--- config.mk ---
export PLATFORM = sky130hd
export DESIGN_NAME = sar_adc_control
export DESIGN_NICKNAME = d
export VERILOG_FILES = /design/src/adc_ctrl_pkg.sv /design/src/adc_clk_divider.sv /design/src/sar_adc_control.sv
export SDC_FILE = /design/constraint.sdc
export NUM_CORES = 1
export LEC_CHECK = 0
export ABC_AREA = 1
export BUFFER_PORTS_ARGS = -buffer_cell sky130_fd_sc_hd__buf_4
export CAP_MARGIN = 30
export CORE_MARGIN = 2
export CORE_UTILIZATION = 35
export DETAILED_ROUTE_END_ITERATION = 6
export GPL_ROUTABILITY_DRIVEN = 1
export GPL_TIMING_DRIVEN = 0
export PLACE_DENSITY = 0.58
export SLEW_MARGIN = 40
export SYNTH_ARGS = -nofsm -noshare
export SYNTH_HDL_FRONTEND = slang
export SYNTH_SLANG_ARGS = --single-unit
--- constraint.sdc ---
create_clock -name ref_clk -period 4.2 [get_ports ref_clk]
set_clock_uncertainty 0.15 [all_clocks]
set_input_delay 0 -clock ref_clk [delete_from_list [all_inputs] [get_ports ref_clk]]
set_output_delay 0 -clock ref_clk [all_outputs]
set_load 0.02 [all_outputs]
--- src/adc_ctrl_pkg.sv ---
`default_nettype none
package adc_ctrl_pkg;

  // ==========================================================
  // Register map of the special function register window
  // ==========================================================
  localparam logic [7:0] CFG_ADDR = 8'hef;
  localparam logic [7:0] RES_LO_ADDR = 8'hd9;
  localparam logic [7:0] RES_HI_ADDR = 8'hda;
  localparam logic [7:0] CFG_RESET = 8'h00;
  localparam logic [7:0] RDATA_RESET = 8'h00;
  localparam logic [7:0] UNMAPPED_READ = 8'h00;

  // ==========================================================
  // Field positions in adc_power_clock_config
  // ==========================================================
  localparam int POWER_POS = 7;
  localparam int REF_POS = 6;
  localparam int DIV_HI_POS = 5;
  localparam int DIV_LO_POS = 4;
  localparam int ACQ_HI_POS = 3;
  localparam int ACQ_LO_POS = 2;
  localparam int TIMER_TRIG_POS = 1;
  localparam int PIN_TRIG_POS = 0;

  // ==========================================================
  // Clock divide ratios of the master clock, per code
  // ==========================================================
  localparam logic [5:0] DIV_RATIO_00 = 6'h08;
  localparam logic [5:0] DIV_RATIO_01 = 6'h04;
  localparam logic [5:0] DIV_RATIO_10 = 6'h10;
  localparam logic [5:0] DIV_RATIO_11 = 6'h20;
  // Ceiling on the ADC clock that software keeps to
  localparam int ADC_CLK_MAX_KHZ = 4500;

  // ==========================================================
  // Result, channel and capture widths
  // ==========================================================
  localparam int RESULT_BITS = 12;
  localparam int CODE_STEPS = 4096;
  localparam int CHAN_BITS = 4;
  localparam logic [3:0] TEMP_CHANNEL = 4'h8;
  localparam int DMA_ADDR_BITS = 24;
  localparam logic [23:0] DMA_ADDR_RESET = 24'h000000;
  localparam logic [23:0] DMA_ADDR_STEP = 24'h000002;
  localparam int CAL_BITS = 12;

  // ==========================================================
  // Carriers
  // ==========================================================
  typedef struct packed {
    logic [7:0] addr;
    logic [7:0] wdata;
    logic wr;
    logic rd;
  } sfr_req_t;

  typedef struct packed {
    logic [CAL_BITS-1:0] offset;
    logic [CAL_BITS-1:0] gain;
  } cal_coeff_t;

  typedef struct packed {
    logic valid;
    logic [DMA_ADDR_BITS-1:0] addr;
    logic [15:0] data;
  } dma_word_t;

  typedef enum logic [2:0] {
    ST_OFF,
    ST_IDLE,
    ST_ACQ,
    ST_CONV,
    ST_STORE
  } seq_state_t;

endpackage
`default_nettype wire

--- src/adc_clk_divider.sv ---
`timescale 1ns/100ps
`default_nettype none
module adc_clk_divider (
  input wire logic ref_clk, // Master clock
  input wire logic rst, // Synchronous reset, high
  input wire logic run, // Divider runs while high
  input wire logic [1:0] div_code, // Divide select code
  output logic tick // One-cycle ADC clock enable
);
  import adc_ctrl_pkg::*;

  typedef struct packed {
    logic [5:0] cnt;
    logic tick;
  } div_state_t;

  div_state_t s;
  div_state_t next_s;
  logic [5:0] ratio;

  // ==========================================================
  // Ratio lookup
  // ==========================================================
  always_comb begin
    case (div_code)
      2'b00: ratio = DIV_RATIO_00;
      2'b01: ratio = DIV_RATIO_01;
      2'b10: ratio = DIV_RATIO_10;
      default: ratio = DIV_RATIO_11;
    endcase
  end

  // Count to ratio-1, then pulse; a code change takes effect at once against the running count
  always_comb begin
    next_s = s;
    next_s.tick = 1'b0;
    if (!run) begin
      next_s.cnt = 6'h00;
    end else if (s.cnt >= ratio - 6'h01) begin
      next_s.cnt = 6'h00;
      next_s.tick = 1'b1;
    end else begin
      next_s.cnt = s.cnt + 6'h01;
    end
  end

  // State register
  always_ff @(posedge ref_clk) begin
    if (rst) begin
      s <= '0;
    end else begin
      s <= next_s;
    end
  end

  assign tick = s.tick;
endmodule
`default_nettype wire

--- src/sar_adc_control.sv ---
`timescale 1ns/100ps
`default_nettype none
// Summary of operation
// - Result is unsigned straight binary, twelve bits, step of full scale/4096.
// - Each result fills both result bytes; high nibble carries channel.
// - Config bit 7 powers the converter up when set, down when clear.
// - Config bit 6 picks outside reference when set, internal when clear.
// - Divide field codes 00, 01, 10 divide master clock by 8, 4, 16.
// - Single mode starts by software or by the pin; continuous mode starts by software alone.
// - Timer 2 can serve as a repetitive conversion start source.
// - DMA mode converts continuously, storing samples over a 16 MB space.
// - Factory calibration coefficients load automatically after power-up.
// - Offset and gain registers can be rewritten by hardware calibration.
// - Temperature voltage is a ninth selectable input of the mux.
// - Config register supports byte access only, no single-bit access.
// - Bits 3:2 set acquisition of 1 to 4 ADC clocks.
// - Config bit 1 lets Timer 2 overflow start a conversion.
// - Config bit 0 enables the active-low pin start; party pulses it low.
module sar_adc_control (
  input wire logic ref_clk, // Master clock, 125 MHz
  input wire logic rst, // Synchronous reset, high
  input wire adc_ctrl_pkg::sfr_req_t sfr, // Byte register access
  output logic [7:0] sfr_rdata, // Read data, one cycle after rd
  input wire logic [3:0] channel_select, // Mux channel, 8 = temperature
  input wire logic soft_single_start, // Pulse: one conversion
  input wire logic soft_continuous, // Level: convert back to back
  input wire logic dma_enable, // Level: continuous capture to RAM
  input wire logic timer_two_overflow, // Pulse from Timer 2
  input wire logic pin_convert_start_n, // Asynchronous pin, active low
  input wire logic conv_done, // Pulse: converter finished
  input wire logic [11:0] conv_code, // Converter result code
  input wire adc_ctrl_pkg::cal_coeff_t cal_factory, // Factory values
  input wire logic cal_update, // Pulse: hardware calibration result
  input wire adc_ctrl_pkg::cal_coeff_t cal_new, // New calibration values
  input wire logic dma_ready, // RAM accepted the DMA word
  output logic converter_power, // Converter powered up
  output logic outside_reference_select_select, // Outside reference selected
  output logic [3:0] mux_select, // Channel driven to the mux
  output logic temp_select, // Temperature input routed
  output logic track_enable, // Track-and-hold acquiring
  output logic conv_start, // One-cycle convert command
  output logic adc_clk_tick, // ADC clock enable pulse
  output adc_ctrl_pkg::cal_coeff_t cal_out, // Calibration registers
  output adc_ctrl_pkg::dma_word_t dma_out, // DMA write request
  output logic busy // Conversion sequence in progress
);
  import adc_ctrl_pkg::*;

  // ==========================================================
  // Block state
  // ==========================================================
  typedef struct packed {
    logic [7:0] cfg;
    logic [7:0] rdata;
    logic [11:0] result;
    logic [3:0] result_chan;
    logic [1:0] pin_sync;
    logic pin_prev;
    seq_state_t state;
    logic [2:0] acq_cnt;
    logic [3:0] chan;
    logic single;
    logic conv_start;
    logic cal_loaded;
    cal_coeff_t cal;
    logic dma_valid;
    logic [23:0] dma_addr;
    logic [15:0] dma_data;
  } ctrl_state_t;

  ctrl_state_t s;
  ctrl_state_t next_s;
  logic tick;
  logic pin_fall;
  logic hw_trigger;
  logic soft_trigger;
  logic repeat_run;
  logic [2:0] acq_last;
  logic [7:0] hi_byte;
  logic [7:0] lo_byte;

  // ==========================================================
  // ADC clock generation
  // ==========================================================
  adc_clk_divider u_div (
    .ref_clk(ref_clk),
    .rst(rst),
    .run(s.cfg[POWER_POS]),
    .div_code({s.cfg[DIV_HI_POS], s.cfg[DIV_LO_POS]}),
    .tick(tick)
  );

  // ==========================================================
  // Start sources
  // ==========================================================
  // Falling edge seen only past the second synchroniser stage
  assign pin_fall = s.pin_prev & ~s.pin_sync[1];
  // Hardware starts, each gated by its own enable bit
  assign hw_trigger = (pin_fall & s.cfg[PIN_TRIG_POS])
    | (timer_two_overflow & s.cfg[TIMER_TRIG_POS]);
  assign soft_trigger = soft_single_start | soft_continuous;
  // Back-to-back conversions while continuous or DMA mode holds
  assign repeat_run = soft_continuous | dma_enable;
  // Code n means n+1 ADC clocks of acquisition
  assign acq_last = {1'b0, s.cfg[ACQ_HI_POS], s.cfg[ACQ_LO_POS]};

  // Result word: channel tag in the top nibble of the high byte
  assign hi_byte = {s.result_chan, s.result[11:8]};
  assign lo_byte = s.result[7:0];

  // ==========================================================
  // Next-state logic
  // ==========================================================
  always_comb begin
    next_s = s;
    next_s.conv_start = 1'b0;

    // Pin synchroniser; first stage feeds the second only
    next_s.pin_sync = {s.pin_sync[0], pin_convert_start_n};
    next_s.pin_prev = s.pin_sync[1];

    // Byte-wide access only; no bit-address path exists
    if (sfr.wr && sfr.addr == CFG_ADDR) begin
      next_s.cfg = sfr.wdata;
    end
    if (sfr.rd) begin
      case (sfr.addr)
        CFG_ADDR: next_s.rdata = s.cfg;
        RES_HI_ADDR: next_s.rdata = hi_byte;
        RES_LO_ADDR: next_s.rdata = lo_byte;
        default: next_s.rdata = UNMAPPED_READ;
      endcase
    end

    // Factory load once after reset, later hardware updates overwrite
    if (!s.cal_loaded) begin
      next_s.cal = cal_factory;
      next_s.cal_loaded = 1'b1;
    end else if (cal_update) begin
      next_s.cal = cal_new;
    end

    // Conversion sequencer
    case (s.state)
      ST_OFF: begin
        if (s.cfg[POWER_POS]) begin
          next_s.state = ST_IDLE;
        end
      end
      ST_IDLE: begin
        if (soft_trigger || hw_trigger || dma_enable) begin
          next_s.state = ST_ACQ;
          next_s.acq_cnt = 3'h0;
          next_s.chan = channel_select;
          next_s.single = ~repeat_run;
        end
      end
      ST_ACQ: begin
        // Acquisition counted in ADC clocks, not master clocks
        if (tick) begin
          if (s.acq_cnt == acq_last) begin
            next_s.state = ST_CONV;
            next_s.conv_start = 1'b1;
          end else begin
            next_s.acq_cnt = s.acq_cnt + 3'h1;
          end
        end
      end
      ST_CONV: begin
        if (conv_done) begin
          // Raw code kept unsigned, no sign or offset applied
          next_s.result = conv_code;
          next_s.result_chan = s.chan;
          if (dma_enable) begin
            next_s.dma_valid = 1'b1;
            next_s.dma_data = {s.chan, conv_code};
            next_s.state = ST_STORE;
          end else if (repeat_run && !s.single) begin
            next_s.state = ST_ACQ;
            next_s.acq_cnt = 3'h0;
            next_s.chan = channel_select;
          end else begin
            next_s.state = ST_IDLE;
          end
        end
      end
      ST_STORE: begin
        // RAM stall holds the sequencer; no sample is dropped
        if (dma_ready) begin
          next_s.dma_valid = 1'b0;
          // Address wraps at the top of the 16 MB space
          next_s.dma_addr = s.dma_addr + DMA_ADDR_STEP;
          if (repeat_run) begin
            next_s.state = ST_ACQ;
            next_s.acq_cnt = 3'h0;
            next_s.chan = channel_select;
          end else begin
            next_s.state = ST_IDLE;
          end
        end
      end
      default: begin
        next_s.state = ST_OFF;
      end
    endcase

    // Power-down aborts any sequence in flight
    if (!s.cfg[POWER_POS]) begin
      next_s.state = ST_OFF;
      next_s.dma_valid = 1'b0;
    end

    // Leaving DMA mode restarts capture at the base address
    if (!dma_enable && s.state != ST_STORE) begin
      next_s.dma_addr = DMA_ADDR_RESET;
    end
  end

  // ==========================================================
  // State register
  // ==========================================================
  always_ff @(posedge ref_clk) begin
    if (rst) begin
      s <= '0;
      s.cfg <= CFG_RESET;
      s.rdata <= RDATA_RESET;
      s.pin_sync <= 2'h3;
      s.pin_prev <= 1'b1;
      s.state <= ST_OFF;
      s.dma_addr <= DMA_ADDR_RESET;
    end else begin
      s <= next_s;
    end
  end

  // ==========================================================
  // Outputs, taken from the state register except adc_clk_tick, which comes from the divider
  // ==========================================================
  assign sfr_rdata = s.rdata;
  assign converter_power = s.cfg[POWER_POS];
  assign outside_reference_select_select = s.cfg[REF_POS];
  assign mux_select = s.chan;
  assign temp_select = (s.chan == TEMP_CHANNEL);
  assign track_enable = (s.state == ST_ACQ);
  assign conv_start = s.conv_start;
  assign adc_clk_tick = tick;
  assign cal_out = s.cal;
  assign dma_out = '{valid: s.dma_valid, addr: s.dma_addr,
                     data: s.dma_data};
  assign busy = (s.state == ST_ACQ) || (s.state == ST_CONV)
    || (s.state == ST_STORE);
endmodule
`default_nettype wire

# Yosys cells after proc, flatten, opt, wreduce, memory -nomap -nowiden
# Cells that the tools add are included.
# word_totals
latch_bits	0
out_inout_bits	84
elab_cells	116
input_bits	92
romBits	0
mem_count	0
ff_bits	120
ramBits	0
# op_classes
shifts	0
bitwise	11
multipliers	0
addsub	4
div_mod_pow	0
mux	32
reduce_logical	26
magnitude_cmp	1
eq_ne	23
# op_table
cell	n
$mux 24	4
$mux 66	1
$mux 16	3
$mux 25	1
$add 24x2->24 const B	1
$eq 8x8->1 const B	3
$pmux 8 s3	1
$mux 7	3
$mux 10	2
$ne 2x2->1 const B	9
$pmux 6 s3	1
$pmux 3 s5	1
$pmux 3 s4	1
$pmux 4 s3	1
$mux 11	1
$mux 3	3
$reduce_and 9->1	1
$reduce_and 7->1	1
$add 6x1->6 const B	1
$eq 3x2->1 const B	2
$ge 6x6->1	1
$mux 6	1
$reduce_and 2->1	3
$reduce_or 3->1	2
other kinds (28)	49

# Logic depth before layout (Yosys ltp)
# depth
depth_word	8
depth_mapped	11
mapped_depth_nobuf	11

# Hierarchy
# From an unflattened synthesis, not the netlist that was laid out.
# hier_totals
cells_unflattened	902
hier_area_um2	6297.3
# by_module_without_submodules
module	seq_area_each_um2	cells_per_inst	instances	area_per_inst_um2
sar_adc_control	2242.2	844	1	5878.1
adc_clk_divider	140.1	58	1	419.2

# Worst setup path after synthesis
# Ideal clock, no wire load.
# synth_path
path_kind	register -> register
start	register s (netlist bit dma_out[17])
end	register s (netlist bit dma_out[33])
t_arrival_ns	1.347
n_path_buf	0
path_stages_with_launch	9
path_slack_ns	2.586
required_ns	3.933
path_cell_list	dfxtp_1 > ha_1 > nand3_1 > nor2_1 > nand3_1 > nor2_1 > nand2_1 > xor2_1 > nor2_1
# synth_via
elab_chain_cells	1
# synth_lines
item	line	source
start: declaration	sar_adc_control.sv:71	ctrl_state_t s;
start signal: assignment	sar_adc_control.sv:232	s <= next_s;
$add 24x2->24	sar_adc_control.sv:192	next_s.dma_addr = s.dma_addr + DMA_ADDR_STEP;
# No other way between the ends.
# A chain may end at the register's enable or synchronous reset.

# Final worst setup path
# layout_path
start	register s[65] (netlist name)
end	register s (netlist bit cal_out[11])
# layout_via
elab_chain_cells	1
elab_cells_between_ends	2
cone_classes	eq/ne (1); mux (1)
# layout_lines
item
$ne 2x2->1 (no source line) / $mux 24 (equally long branches)
# Several ways; a longest one is shown, not always the timed one.

==> results.sh <==
export IMPL_resized_cells_post_cts=0
export IMPL_via_count=6293
export IMPL_timing_critical_path_from_type="flip-flop"
export IMPL_layout_nets=1266
export IMPL_chipHeight_um=137
export IMPL_cts_setup_buffers=0
export IMPL_final_period_utilization=0.549
export IMPL_mean_syn_cell_area_um2=7.05
export IMPL_post_synth_inst_count=883
export IMPL_cts_root_buf="clkbuf_16"
export IMPL_final_min_clock_period_ns=2.31
export IMPL_vdd_ir_drop_max_mv=0.277
export IMPL_rsz0062_at_grt="false"
export IMPL_numPlacedInstances=1280
export IMPL_cts_reportedPaths_clkPinSlew_ns=0.06
export IMPL_gr_usage_all_layers=0.187
export IMPL_first_global_vias=5676
export IMPL_fmax_ghz=0.433
export IMPL_most_common_cell_type_on_the_critical_path="buf_2"
export IMPL_worst_setup_end_kind="flip-flop"
export IMPL_synth_top_area_frac=0.382
export IMPL_cpLargestDelayFamily="buffers and inverters"
export IMPL_grt_max_degree=17
export IMPL_mappedNetlistArea_mm2=0.00623
export IMPL_crit_path_max_fanout=10
export IMPL_finalWeightedCongestion=0.872
export IMPL_drc_errors=0
export IMPL_dominant_cells_by_area_after_synthesis="dfxtp_1, nand2_1, buf_4"
export IMPL_synth_most_common_cell="nand2_1"
export IMPL_slew_viol_final=0
export IMPL_post_drt_via_cell_ratio=4.48
export IMPL_grt_overflow=0
export IMPL_timing_reg2reg_worst_path_depth=9
export IMPL_final_cells=1405
export IMPL_layout_drive_gt1_share=0.281
export IMPL_finalSetupTns_ns=0
export IMPL_seq_power_share=0.377
export IMPL_fp_dieArea_mm2=0.0189
export IMPL_finalSetupViolCount=0
export IMPL_timing_max_cap_violations=0
export IMPL_synthToLayoutAreaGrowth_pct=50.5
export IMPL_tightestPinTransition_ns=0.582
export IMPL_number_of_design_rule_violations_left_by_the_first_detailed_router_iteration=253
export IMPL_antenna_diode_count=0
export IMPL_critical_path_max_stage_delay_ns=0.58
export IMPL_wl_um=17600
export IMPL_drtPass1Iterations=5
export IMPL_clkSinkCount=119
export IMPL_timing_reg2reg_setup_slack_ns=1.89
export IMPL_numCtsBuffers=17
export IMPL_cts_hold_repair_buffers=93
export IMPL_crit_path_top_delay_cell="dlygate4sd3_1"
export IMPL_power_frac_clock=0.516
export IMPL_num_io_pins=176
export IMPL_initial_utilization=0.359
export IMPL_synth_sequential_area_ratio=0.382
export IMPL_power_density_mw_per_mm2=326
export IMPL_grt_antenna_before_repair=0
export IMPL_clockBufferDepth=2
export IMPL_cp_num_cells=9
export IMPL_antenna_left=0
export IMPL_p_int_w=0.00234
export IMPL_die_width_um=137
export IMPL_htreeDepth=4
export IMPL_synth_ff_latch_count=119
export IMPL_critPathCapture="cal_out[11]"
export IMPL_critical_path_startpoint="s[65]"
export IMPL_yosysUniqueCellTypes=39
export IMPL_regToRegEndpoint="cal_out[11]"
export IMPL_switching_share=0.236
export IMPL_synthFlopType="dfxtp_1"
export IMPL_yosys_top_cells_count="nand2_1, dfxtp_1, inv_1"
export IMPL_hpwlAfterDp_um=12900
export IMPL_worst_r2r_startpoint="s[65]"
export IMPL_worst_skew_pair_later_pin_latency_ns=0.42
export IMPL_timing_critical_path_buf_inv=6
export IMPL_hold_class="in -> reg"
export IMPL_outcome="completed"
export IMPL_timing_final_ws_setup_ns=1.89
export IMPL_io_buffers=172
export IMPL_crit_required_ns=4.37
export IMPL_synthArstFlopShare=0
export IMPL_p_leak_nw=4.37
export IMPL_yosysWarningCount=0
export IMPL_finish_instance_area_mm2=0.00937
export IMPL_setup_worst_path_class="reg -> reg"
export IMPL_core_rowCount=48
export IMPL_crit_arrival_ns=2.48
export IMPL_wire_per_inst_um=12.5
export IMPL_hold_viol=0
export IMPL_netSwitchingPower_w=0.000722
export IMPL_placed_cell_area_mm2=0.00780
export IMPL_synthesis_nets=982
export IMPL_synth_edf_count=0
export IMPL_synth_top_area_cell="dfxtp_1"
export IMPL_preCtsSetupSlack_ns=2.34
export IMPL_worstPathCellList="buf_2, inv_2, or2_1, clkbuf_1, buf_2, o211ai_1, dlygate4sd3_1, nand2_1, inv_1"
export IMPL_core_area_mm2=0.0174
export IMPL_power_frac_comb=0.107
export IMPL_wire_length_of_the_first_global_routing_pass_um=27600
export IMPL_tritoncts_clock_tree="yes"
export IMPL_slew_headroom=0.611
==> worst min-delay path: cells and delay by family <==
family / cells / cell delay (ns)
and+or+nand+nor: 6 / 0.46
buffers and inverters: 1 / 0.08
==> power groups by stage <==
stage / combinational [W] / sequential, W / clock, W
after CTS: 0.000326 / 0.00115 / 0.00161
final: 0.000327 / 0.00115 / 0.00158
after global placement: 0.000246 / 0.00118 / 0
after floorplan: 0.000127 / 0.00118 / 0
after detailed placement: 0.000247 / 0.00118 / 0
after global routing: 0.000356 / 0.00116 / 0.00166
==> cell usage in the layout, fill, tap and decap left out, types with 6 or more instances in the layout <==
cell / count
inv_2: 9
nand3_1: 85
clkbuf_16: 17
nor3_1: 9
ha_1: 7
dfxtp_1: 119
buf_4: 249
o211ai_1: 26
a21oi_1: 53
xnor2_1: 6
nor2_4: 6
clkbuf_1: 17
o21ai_0: 30
nor2_1: 87
nand2_1: 188
inv_1: 103
dlygate4sd3_1: 93
buf_2: 9
==> cell type report <==
cell class              count  area [um2]
fillers                  1690        7980
multi-input cells         545        2720
flip-flops and latches    119        2380
repair buffers            265        2220
plain buffers             106         706
clock buffers              17         425
inverters                 113         425
well taps                 225         282
clock inverters            15         215
==> routing by layer <==
metal | GRT usage | part of all wire
met5 | 0 | 0
met4 | 0.0664 | 0.015
met3 | 0.0394 | 0.056
met2 | 0.293 | 0.45
met1 | 0.254 | 0.48
==> how the worst min path moves through the flow <==
stage | startpoint | end | slack [ns] | cells past startpoint
2_1_floorplan | pin_convert_start_n | next_s[80] | -0.05 | 1
3_3_place_gp | pin_convert_start_n | next_s[80] | 0.06 | 2
3_5_place_dp | pin_convert_start_n | next_s[80] | 0.07 | 2
4_1_cts | timer_two_overflow | s[76] | 0.005 | 7
5_1_grt | timer_two_overflow | s[76] | 0.06 | 7
6_report | timer_two_overflow | s[76] | 0.01 | 7
==> kinds of logic (layout without fill, tap and decap cells) <==
group,count (synthesis),in the layout,share of synthesized area
simple gates,411,411,0.300
buf+inv,219,516,0.182
flops,119,119,0.382
compound gates,114,114,0.105
xor+xnor,11,11,0.0155
fa+ha+maj,7,7,0.0141
other cells,2,2,0.00121
==> state kept, by name (all words and copies together) (netlist names), 2 cells and up <==
name / flops
acq_last: 2
cal_out: 24
dma_out: 40
hi_byte: 8
lo_byte: 8
mux_select: 4
next_s: 2
s: 13
sfr_rdata: 8
u_div.s: 6
==> per-stage QoR <==
step	utilization	hold WS (ns)	power, W
floorplan	-	-0.0462	0.00130
global placement	0.449	0.0628	0.00142
detailed placement	0.449	0.0676	0.00143
CTS	0.540	0.00453	0.00309
global route	0.540	0.0578	0.00317
finish	0.540	0.0117	0.00306
No activity file was read; power rests on OpenSTA's default activity.
